**src/hdl/lp_mode_pkg.sv**
```systemverilog
// Shared constants and types for the low-power mode controller
package lp_mode_pkg;

  // ------------------------------------------------------------
  // Register widths and field positions
  // ------------------------------------------------------------
  localparam int unsigned OSC_CTL_W       = 8;
  localparam int unsigned SLEEP_SEL_POS   = 4;
  localparam int unsigned PWR_CTL_W       = 8;
  localparam int unsigned RET_EN_POS      = 1;
  localparam int unsigned POR_CFG_W       = 8;
  localparam int unsigned RET_FUSE_POS    = 2;

  // ------------------------------------------------------------
  // Reset values and widths
  // ------------------------------------------------------------
  localparam logic        SLEEP_SEL_RST   = 1'b0;
  localparam int unsigned PRIO_W_DEF      = 3;
  localparam int unsigned N_PERIPH_DEF    = 8;

  // ------------------------------------------------------------
  // Power mode states
  // ------------------------------------------------------------
  typedef enum logic [1:0] {
    ST_RUN,
    ST_IDLE,
    ST_SLEEP
  } lp_state_t;

endpackage

```
**src/hdl/sleep_sel_reg.sv**
```systemverilog
// Write-protected sleep-select bit of the oscillator control register
`timescale 1ns/1ps
module sleep_sel_reg
  import lp_mode_pkg::*;
(
  input  wire logic                 clk_sys,
  input  wire logic                 nrst,
  input  wire logic                 unlocked,
  input  wire logic                 osc_ctl_wr,
  input  wire logic [OSC_CTL_W-1:0] osc_ctl_wdata,
  output logic                      sleep_select_bit
);

  logic sleep_sel_ff;
  logic nxt_sleep_sel;
  logic wr_ok;

  // ------------------------------------------------------------
  // Write gating
  // ------------------------------------------------------------
  // unlock gates write
  assign wr_ok         = osc_ctl_wr & unlocked;
  assign nxt_sleep_sel = wr_ok ? osc_ctl_wdata[SLEEP_SEL_POS] : sleep_sel_ff;

  // Locked writes appear to complete but leave the bit alone
  always_ff @(posedge clk_sys) begin
    if (!nrst) begin
      sleep_sel_ff <= SLEEP_SEL_RST;
    end else begin
      sleep_sel_ff <= nxt_sleep_sel;
    end
  end

  assign sleep_select_bit = sleep_sel_ff;

  // locked write ignored
  a_locked_write_kept: assert property (@(posedge clk_sys) disable iff (!nrst)
    (osc_ctl_wr && !unlocked) |=> $stable(sleep_sel_ff))
    else $error("sleep select changed without unlock");

endmodule

```
**src/hdl/low_power_mode_control.sv**
```systemverilog
// Run / Idle / Sleep controller with wake qualification and power gating
// Contract
// Wait with sleep-select set enters Sleep.
// Wait with sleep-select clear enters Idle.
// In Sleep, enabled sleep-capable interrupt wakes only if priority beats CPU.
// Losing interrupt in Sleep restarts bus clock, CPU stays halted, go Idle.
// Sleep also ends on any reset and on watchdog time-out.
// In Idle, enabled interrupt wakes only if priority beats CPU.
// Idle also ends on any reset and on watchdog time-out.
// Sleep-select changes only after the unlock sequence.
// Sleep entry clears sleep watchdog counter, never the run counter; code clears it only when wdt_enable is set.
// Fail-safe clock monitor is off throughout Sleep.
// Brown-out reset circuit stays active during Sleep.
// Retention regulator on in Sleep only if fuse zero and enable set.
// Idle halts only the CPU; all clocks keep running. Code gates periph_clk_en for peripherals whose stop_in_idle_bit is set.
// Peripherals with stop-in-idle set halt in Idle, others run.
// Sleep halts CPU and most peripherals, gating their clocks.
// Sleep keeps pin-change, watchdog, converter, serial and RC-clocked parts alive.
// Output pins keep their drive unchanged through Sleep.
// Run/Idle/Sleep machine returns to Run on wake, Run after reset.
`timescale 1ns/1ps
module low_power_mode_control
  import lp_mode_pkg::*;
#(
  parameter int unsigned PRIO_W   = PRIO_W_DEF,
  parameter int unsigned N_PERIPH = N_PERIPH_DEF
)(
  input  wire logic                 clk_sys,
  input  wire logic                 nrst,
  input  wire logic                 wait_exec,
  input  wire logic                 unlocked,
  input  wire logic                 osc_ctl_wr,
  input  wire logic [OSC_CTL_W-1:0] osc_ctl_wdata,
  input  wire logic [PWR_CTL_W-1:0] power_control_reg,
  input  wire logic [POR_CFG_W-1:0] power_on_config_word,
  input  wire logic                 irq_req,
  input  wire logic                 irq_enabled,
  input  wire logic                 irq_sleep_capable,
  input  wire logic [PRIO_W-1:0]    irq_prio,
  input  wire logic [PRIO_W-1:0]    cpu_prio,
  input  wire logic                 wdt_enable,
  input  wire logic                 wdt_timeout,
  input  wire logic [N_PERIPH-1:0]  stop_in_idle_bit,
  output logic                      sleep_select_bit,
  output logic [1:0]                power_mode,
  output logic                      cpu_halt,
  output logic                      peripheral_bus_clock_en,
  output logic [N_PERIPH-1:0]       periph_clk_en,
  output logic                      sleep_alive_en,
  output logic                      fail_safe_clock_monitor_en,
  output logic                      brownout_reset_circuit_en,
  output logic                      retention_reg_on,
  output logic                      wdt_sleep_cnt_clr,
  output logic                      wdt_sleep_cnt_sel,
  output logic                      pin_drive_hold,
  output logic                      wake_pulse
);

  // ------------------------------------------------------------
  // Helpers
  // ------------------------------------------------------------
  // Strict comparison: an equal priority never wakes the core
  function automatic logic prio_wins(input logic [PRIO_W-1:0] req,
                                     input logic [PRIO_W-1:0] cur);
    prio_wins = (req > cur);
  endfunction

  // ------------------------------------------------------------
  // Declarations
  // ------------------------------------------------------------
  lp_state_t state_ff;
  lp_state_t nxt_state;
  logic      wdt_clr_ff;
  logic      nxt_wdt_clr;
  logic      wake_ff;
  logic      nxt_wake;
  logic      in_run;
  logic      in_idle;
  logic      in_sleep;
  logic      irq_wins;
  logic      sleep_irq;
  logic      idle_irq;
  logic      enter_sleep;
  logic      enter_idle;
  logic      ret_fuse;
  logic      ret_en;

  // ------------------------------------------------------------
  // Sleep-select register
  // ------------------------------------------------------------
  sleep_sel_reg u_sleep_sel (
    .clk_sys          (clk_sys),
    .nrst             (nrst),
    .unlocked         (unlocked),
    .osc_ctl_wr       (osc_ctl_wr),
    .osc_ctl_wdata    (osc_ctl_wdata),
    .sleep_select_bit (sleep_select_bit)
  );

  // ------------------------------------------------------------
  // Event decode
  // ------------------------------------------------------------
  assign in_run      = (state_ff == ST_RUN);
  assign in_idle     = (state_ff == ST_IDLE);
  assign in_sleep    = (state_ff == ST_SLEEP);
  assign irq_wins    = prio_wins(irq_prio, cpu_prio);
  // Only sources still clocked in Sleep can raise a request there
  assign sleep_irq   = irq_req & irq_enabled & irq_sleep_capable;
  assign idle_irq    = irq_req & irq_enabled;
  // wait with select set
  assign enter_sleep = in_run & wait_exec & sleep_select_bit;
  // wait with select clear
  assign enter_idle  = in_run & wait_exec & ~sleep_select_bit;

  // ------------------------------------------------------------
  // Next-state logic
  // ------------------------------------------------------------
  // three-state mode machine
  always_comb begin
    nxt_state = state_ff;
    nxt_wake  = 1'b0;
    case (state_ff)
      ST_RUN: begin
        if (enter_sleep) begin
          nxt_state = ST_SLEEP;
        end else if (enter_idle) begin
          nxt_state = ST_IDLE;
        end
      end
      ST_SLEEP: begin
        // watchdog ends Sleep
        if (wdt_timeout) begin
          nxt_state = ST_RUN;
          nxt_wake  = 1'b1;
        // winning interrupt wakes
        end else if (sleep_irq && irq_wins) begin
          nxt_state = ST_RUN;
          nxt_wake  = 1'b1;
        // losing interrupt demotes
        end else if (sleep_irq) begin
          nxt_state = ST_IDLE;
        end
      end
      ST_IDLE: begin
        // watchdog ends Idle
        if (wdt_timeout) begin
          nxt_state = ST_RUN;
          nxt_wake  = 1'b1;
        // only a winner wakes
        end else if (idle_irq && irq_wins) begin
          nxt_state = ST_RUN;
          nxt_wake  = 1'b1;
        end
      end
      default: begin
        nxt_state = ST_RUN;
      end
    endcase
  end

  // clear sleep counter only
  assign nxt_wdt_clr = enter_sleep & wdt_enable;

  // ------------------------------------------------------------
  // State registers
  // ------------------------------------------------------------
  // any reset lands in Run
  always_ff @(posedge clk_sys) begin
    if (!nrst) begin
      state_ff   <= ST_RUN;
      wdt_clr_ff <= 1'b0;
      wake_ff    <= 1'b0;
    end else begin
      state_ff   <= nxt_state;
      wdt_clr_ff <= nxt_wdt_clr;
      wake_ff    <= nxt_wake;
    end
  end

  // ------------------------------------------------------------
  // Power and clock gating outputs
  // ------------------------------------------------------------
  assign power_mode                 = state_ff;
  assign cpu_halt                   = ~in_run;
  // Idle keeps bus clock
  assign peripheral_bus_clock_en    = ~in_sleep;
  // stop-in-idle gating
  assign periph_clk_en              = in_run ? {N_PERIPH{1'b1}} :
                                      in_idle ? ~stop_in_idle_bit : {N_PERIPH{1'b0}};
  // sleep-capable parts stay alive
  assign sleep_alive_en             = 1'b1;
  // monitor off in Sleep
  assign fail_safe_clock_monitor_en = ~in_sleep;
  // brown-out always armed
  assign brownout_reset_circuit_en  = 1'b1;
  // fuse low and enable high
  assign ret_fuse                   = power_on_config_word[RET_FUSE_POS];
  assign ret_en                     = power_control_reg[RET_EN_POS];
  assign retention_reg_on           = in_sleep & ~ret_fuse & ret_en;
  // sleep counter runs in Sleep
  assign wdt_sleep_cnt_clr          = wdt_clr_ff;
  assign wdt_sleep_cnt_sel          = in_sleep;
  // pad drivers never released; R15 gating is on clocks only
  assign pin_drive_hold             = in_sleep;
  assign wake_pulse                 = wake_ff;

  // ------------------------------------------------------------
  // Assertions
  // ------------------------------------------------------------
  a_wait_to_sleep: assert property (@(posedge clk_sys) disable iff (!nrst)
    (in_run && wait_exec && sleep_select_bit) |=> in_sleep && cpu_halt)
    else $error("wait with select set did not sleep");

  a_wait_to_idle: assert property (@(posedge clk_sys) disable iff (!nrst)
    (in_run && wait_exec && !sleep_select_bit) |=> in_idle && peripheral_bus_clock_en)
    else $error("wait with select clear did not idle");

  a_sleep_irq_wake: assert property (@(posedge clk_sys) disable iff (!nrst)
    (in_sleep && !wdt_timeout && sleep_irq && irq_prio > cpu_prio)
      |=> in_run && wake_pulse)
    else $error("winning interrupt did not wake from sleep");

  a_sleep_demote: assert property (@(posedge clk_sys) disable iff (!nrst)
    (in_sleep && !wdt_timeout && sleep_irq && irq_prio <= cpu_prio)
      |=> in_idle && cpu_halt && peripheral_bus_clock_en)
    else $error("losing interrupt did not demote to idle");

  a_sleep_wdt_exit: assert property (@(posedge clk_sys) disable iff (!nrst)
    (in_sleep && wdt_timeout) |=> in_run ##1 !wake_pulse)
    else $error("watchdog did not end sleep");

  a_idle_hold: assert property (@(posedge clk_sys) disable iff (!nrst)
    (in_idle && !wdt_timeout && idle_irq && irq_prio <= cpu_prio) |=> in_idle)
    else $error("losing interrupt left idle");

  a_idle_wdt_exit: assert property (@(posedge clk_sys) disable iff (!nrst)
    (in_idle && wdt_timeout) |=> in_run && !cpu_halt)
    else $error("watchdog did not end idle");

  a_wdt_sleep_clr: assert property (@(posedge clk_sys) disable iff (!nrst)
    wdt_sleep_cnt_clr |-> in_sleep && $past(in_run) && $past(wdt_enable))
    else $error("sleep counter clear out of place");

  a_fail_safe_clock_monitor_off: assert property (@(posedge clk_sys) disable iff (!nrst)
    in_sleep |-> !fail_safe_clock_monitor_en && brownout_reset_circuit_en)
    else $error("monitor or brown-out wrong in sleep");

  a_retention_on: assert property (@(posedge clk_sys) disable iff (!nrst)
    retention_reg_on |-> in_sleep && !power_on_config_word[RET_FUSE_POS]
      && power_control_reg[RET_EN_POS])
    else $error("retention regulator on without its conditions");

  a_idle_stop_in_idle_bit: assert property (@(posedge clk_sys) disable iff (!nrst)
    in_idle |-> periph_clk_en == ~stop_in_idle_bit)
    else $error("stop-in-idle gating wrong");

  a_reset_run: assert property (@(posedge clk_sys)
    !nrst |=> in_run && !cpu_halt)
    else $error("reset did not return to run");

  a_idle_clocks_on: assert property (@(posedge clk_sys) disable iff (!nrst)
    in_idle |-> cpu_halt && peripheral_bus_clock_en && fail_safe_clock_monitor_en)
    else $error("idle stopped more than the core");

  a_sleep_gated: assert property (@(posedge clk_sys) disable iff (!nrst)
    in_sleep |-> cpu_halt && !peripheral_bus_clock_en && (periph_clk_en == '0))
    else $error("sleep left a gated clock running");

  a_sleep_alive: assert property (@(posedge clk_sys) disable iff (!nrst)
    in_sleep |-> sleep_alive_en && brownout_reset_circuit_en)
    else $error("sleep-capable logic lost its clock");

  a_pins_held: assert property (@(posedge clk_sys) disable iff (!nrst)
    in_sleep |-> pin_drive_hold)
    else $error("pad hold missing in sleep");

  a_sleep_quiet: assert property (@(posedge clk_sys) disable iff (!nrst)
    (in_sleep && !wdt_timeout && !(irq_req && irq_enabled && irq_sleep_capable))
      |=> in_sleep)
    else $error("sleep ended without a wake event");

  a_idle_quiet: assert property (@(posedge clk_sys) disable iff (!nrst)
    (in_idle && !wdt_timeout && !(irq_req && irq_enabled)) |=> in_idle)
    else $error("idle ended without a wake event");

  a_wake_from_halt: assert property (@(posedge clk_sys) disable iff (!nrst)
    wake_pulse |-> in_run && $past(cpu_halt))
    else $error("wake pulse without a halted core");

  a_run_all_on: assert property (@(posedge clk_sys) disable iff (!nrst)
    in_run |-> !cpu_halt && peripheral_bus_clock_en && (periph_clk_en == '1))
    else $error("run mode with a gated clock");

  c_sleep_wake: cover property (@(posedge clk_sys) disable iff (!nrst)
    in_run ##1 in_sleep [*2] ##1 in_run);

  c_sleep_idle_run: cover property (@(posedge clk_sys) disable iff (!nrst)
    in_sleep ##1 in_idle ##[1:20] in_run);

  c_idle_wdt: cover property (@(posedge clk_sys) disable iff (!nrst)
    in_idle && wdt_timeout ##1 in_run);

  c_idle_irq_wake: cover property (@(posedge clk_sys) disable iff (!nrst)
    in_idle && idle_irq && irq_wins ##1 in_run);

endmodule

```
**config.mk**
```make
export PLATFORM = sky130hd
export DESIGN_NAME = low_power_mode_control
export DESIGN_NICKNAME = d
export VERILOG_FILES = /design/src/hdl/lp_mode_pkg.sv /design/src/hdl/sleep_sel_reg.sv /design/src/hdl/low_power_mode_control.sv
export SDC_FILE = /design/constraint.sdc
export NUM_CORES = 1
export LEC_CHECK = 0
export BUFFER_PORTS_ARGS = -buffer_cell sky130_fd_sc_hd__buf_2
export CELL_PAD_IN_SITES_DETAIL_PLACEMENT = 0
export CELL_PAD_IN_SITES_GLOBAL_PLACEMENT = 1
export CORE_MARGIN = 2
export CORE_UTILIZATION = 17
export DETAILED_ROUTE_END_ITERATION = 8
export GPL_ROUTABILITY_DRIVEN = 1
export PLACE_DENSITY = 0.88
export RECOVER_POWER = 100
export SLEW_MARGIN = 20
export SYNTH_ARGS = -nofsm -noshare
export SYNTH_HDL_FRONTEND = slang
export SYNTH_SLANG_ARGS = --single-unit
export TNS_END_PERCENT = 10
```
**constraint.sdc**
```tcl
create_clock -name clk_sys -period 1.7 [get_ports clk_sys]
set_input_delay 0.34 -clock clk_sys [delete_from_list [all_inputs] [get_ports clk_sys]]
set_output_delay 0.34 -clock clk_sys [all_outputs]
set_load 0.02 [all_outputs]
```
# After elaboration in Yosys (flattened, before gate mapping)
# Cells that the tools add are included.
# W data, S select, Z words.
word_totals:
  regBits: 5
  wordCells: 43
  out_inout_bits: 21
classes:
  eq_ne: 5
  reduce_logical: 4
  n_mux: 15
  magnitude_cmp: 1
  bitwise_logic: 14
ops:
  columns: ["op", "count"]
  rows:
  - ["$mux W8", 2]
  - ["$mux W2", 7]
  - ["$and A1 B1 Y1", 9]
  - ["$not A8 Y8", 1]
  - ["$pmux W2 S3", 1]
  - ["$mux W1", 4]
  - ["$ne A4 B2 Y1 const B", 1]
  - ["$not A1 Y1", 4]
  - ["$gt A3 B3 Y1", 1]
  - ["$ne A3 B1 Y1 const B", 1]
  - ["$ne A3 B2 Y1 const B", 1]
  - ["$reduce_and A3 Y1", 1]
  - ["$eq A2 B1 Y1 const B", 1]
  - ["$eq A2 B2 Y1 const B", 1]
  - ["$logic_and A1 B1 Y1", 2]
  - ["$logic_not A2 Y1", 1]
  - ["$pmux W1 S2", 1]

# Depth between registers and ports, before layout
logic_depth:
  ltp_word: 6
  mapped_depth: 7
  mapped_depth_nobuf: 7

# By module
# Synthesis repeated with hierarchy kept, for this count alone.
unflattened:
  cells_unflattened: 62
  area_unflattened_um2: 500.5
modules_own_cells:
  columns: ["module", "cells_per_inst", "n_inst", "seq_area_each_um2", "area_each_um2"]
  rows:
  - ["low_power_mode_control", 57, 1, 80.1, 459.2]
  - ["sleep_sel_reg", 5, 1, 20.0, 41.3]

# Worst setup path after synthesis
# OpenSTA, ideal clock, no wires.
synth_timing:
  kind: "reg2out"
  startpoint: "register state_ff[1], in the netlist power_mode[1]"
  endpoint: "output port retention_reg_on"
  setup_slack_ns: -0.234
  arrival_ns: 1.594
  stages_incl_launch_ff: 4
  path_cell_list: "dfxtp_1 > ha_1 > inv_1 > nor3b_1"
synth_via:
  elab_chain_cells: 3
synth_rtl:
  columns: ["item", "line_no", "text"]
  rows:
  - ["start: declaration", "low_power_mode_control.sv:71", "lp_state_t state_ff;"]
  - ["start signal: assignment", "low_power_mode_control.sv:174", "state_ff <= nxt_state;"]
  - ["$eq A2 B2 Y1", "low_power_mode_control.sv:105", "assign in_sleep = (state_ff == ST_SLEEP);"]
  - ["net pin_drive_hold", "low_power_mode_control.sv:55", "output logic pin_drive_hold,"]
  - ["$and A1 B1 Y1 (2 in a row)", "low_power_mode_control.sv:199", "assign retention_reg_on = in_sleep & ~ret_fuse & ret_en;"]
  - ["end: declaration", "low_power_mode_control.sv:52", "output logic retention_reg_on,"]
# The timed path passes the listed nets, and every way through them passes these cells.

# Worst setup path in the final report
layout_timing:
  startpoint: "register state_ff[0], in the netlist power_mode[0]"
  endpoint: "output port retention_reg_on"
layout_via:
  elab_chain_cells: 3
layout_rtl:
  columns: ["item", "line_no"]
  rows:
  - ["$eq A2 B2 Y1", "low_power_mode_control.sv:105"]
  - ["$and A1 B1 Y1 (2 in a row)", "low_power_mode_control.sv:199"]
# Every way passes these cells.

==> flow_summary.ini <==
[clocking]
cts_tree = built
worstSkewPairLatency_ps = 240
cts_buffer_depth = 2
cts_made_buffers = 3
cts_sinks = 5
clk_pin_slew_ps = 40
clock-root-buffer = clkbuf_4
htree_levels = 1
hold_buffers = 0

[routing]
vias = 606
dr.pass1.iters = 4
drtIter0Drc = 16
routed_wl_um = 1520
antenna_left = 0
via_per_inst = 4.27
drc = 0
wl_per_cell_um = 10.7

[logic_synthesis]
yosysWarnings = 0
ys_ff_latch = 5
synth_cells = 64
synth_cell_types = 27
yosysSeqAreaShare_pct = 21.1
avgSynthCellArea_um2 = 7.41
syn-cell-area_um2 = 474

[sta]
max_freq_ghz = 0.607
finalCriticalPeriod_ps = 1650
finalHoldViolCount = 0
fin_worst_skew_ps = 0.0753
tns_ps = 0
period_share_pct = 96.9
setup_viol_count_final = 0
drv_slew = 0

[critical_path]
critical_path.max_fanout = 4
worstPathArrival_ps = 1310
worstSetupPathType = register to primary output
critPathRequiredTime_ps = 1360
critical_path.endpoint_type = primary output
start_kind = register

[power]
p_int_uw = 333
power.density_nw_per_um2 = 708
power_frac_comb_pct = 52.1
power_switching_uw = 227
p_leak_nw = 0.382
pwr-share-clk_pct = 24.1
sw_frac_of_total_pct = 40.6
seq_power_share_pct = 23.8
ir_worst_vdd_mv = 0.430

[placed_design]
dpl.hpwl_um = 1240
gp_congestion = 0.679
dp.cells = 136
numPortBuffers = 45

[layout]
multiInputGateArea_um2 = 349
seqCellArea_um2 = 101
n_fill_cell = 298
area_growth_pct = 67.0
diodes = 0
drive_above_1_share_pct = 53.2
nNetsFinal = 166
final_cells = 142

[global_routing]
grt_max_degree = 12
track_usage_pct = 9.22
grt_pass1_vias = 598
grt-ovfl-total = 0
antenna_found_initial = 0
grt_pass1_wl_um = 2310

[job]
maxCapViolations = 0

[hold_path]
hold_path_class = input pin to register

[die]
die_x_um = 56.8
die_h_um = 56.8
die_area_um2 = 3230
ioPinCount = 69
start_util_pct = 17.5
rows = 19
coreArea_um2 = 2710

[outcome]
status = completed
-- cells by family after synthesis --
kind of cell / synth area share (%)
AND/OR/NAND/NOR: 15.6
buffers and inverters: 15.0
flip-flops: 21.1
multiplexers: 2.11
adder cells (fa/ha/maj): 15.8
AO/OA/AOI/OAI: 29.6
other: 0.791
-- power groups by stage --
stage | clock (mW) | sequential [mW] | combinational, mW
6_report | 0.135 | 0.134 | 0.292
3_3_place_gp | 0 | 0.132 | 0.254
2_1_floorplan | 0 | 0.141 | 0.163
4_1_cts | 0.142 | 0.130 | 0.263
5_1_grt | 0.147 | 0.135 | 0.318
3_5_place_dp | 0 | 0.132 | 0.260
-- Yosys cell counts, drive strengths merged --
cell type / number / share of area (%)
a21boi: 2 / 3.2
buf: 4 / 6.3
and3: 1 / 1.3
nand3: 1 / 1.1
o211ai: 1 / 1.6
nor3: 1 / 1.1
o21a: 1 / 1.8
nor3b: 1 / 1.6
clkbuf: 1 / 0.79
o21ba: 1 / 2.1
dfxtp: 5 / 21
mux2i: 1 / 2.1
nor2: 1 / 0.79
inv: 10 / 7.9
a211oi: 1 / 2.6
ha: 6 / 16
conb: 1 / 0.79
o311a: 1 / 2.1
o21ai: 9 / 9.5
o22ai: 1 / 1.3
nand2: 9 / 7.1
a21oi: 2 / 2.1
nand2b: 1 / 1.3
nand4: 1 / 1.3
a311oi: 1 / 3.2
-- worst max-delay path, stage by stage, from the launching register on --
cell	delay [ps]
dfxtp_1	350
inv_2	140
ha_4	180
inv_1	70
nor3b_2	170
buf_4	160
-- metal layers --
metal / global-route usage (%) / vias up / routed length, µm
li1: - / 307 / -
met1: 7.33 / 264 / 528
met2: 19.6 / 35 / 854
met3: 4.15 / 0 / 142
met4: 1.99 / 0 / 0
met5: 0 / - / 0
-- final timing paths --
kind | start | end | slack (ps) | depth (start not counted)
max | power_mode[0] | retention_reg_on | 50 | 5
min | wdt_enable | wdt_sleep_cnt_clr | 330 | 3
max reg2reg | power_mode[0] | power_mode[1] | 230 | 6
min reg2reg | u_sleep_sel.sleep_select_bit | u_sleep_sel.sleep_select_bit | 510 | 2
-- repair_timing --
item                                   CTS  global route
setup buffers                            0             1
gates resized for setup                  3            10
setup endpoints to repair               10             9
endpoints found under the hold margin    0             0
gates cloned                             0             1
-- state kept, by name (all words and copies together) (netlist names) --
signal,flops
wdt_sleep_cnt_clr,1
wake_pulse,1
power_mode,2
u_sleep_sel.sleep_select_bit,1
-- per-stage QoR --
stage / power [mW] / setup slack [ps] / utilization, % / instance area [µm²] / hold slack, ps
after floorplan: 0.304 / -47.9 / - / 484 / 458
after global placement: 0.386 / -2.37 / 26.3 / 713 / 480
after detailed placement: 0.393 / -12.1 / 26.3 / 713 / 497
after CTS: 0.536 / 0.772 / 27.4 / 742 / 328
after global routing: 0.600 / -5.31 / 29.2 / 792 / 344
final: 0.560 / 52.2 / 29.2 / 792 / 332
-- cell usage in the layout (no fill, tap or decap), types with 2 or more instances in the layout --
master,n
conb_1,2
clkbuf_4,3
buf_2,41
dfxtp_1,4
inv_2,4
ha_4,3
ha_1,3
clkbuf_1,4
nand2_1,9
buf_4,2
a21oi_1,2
o21ai_1,9
inv_1,6
-- area by class of cell --
class                   count  share of cell area (%)
repair buffers             46                    29.2
flip-flops and latches      5                    12.8
repair inverters            1                   0.948
inverters                  10                    4.74
clock buffers               4                    3.32
well taps                  31                    4.90
multi-input cells          45                    44.1
(Power assumes the default switching activity.)
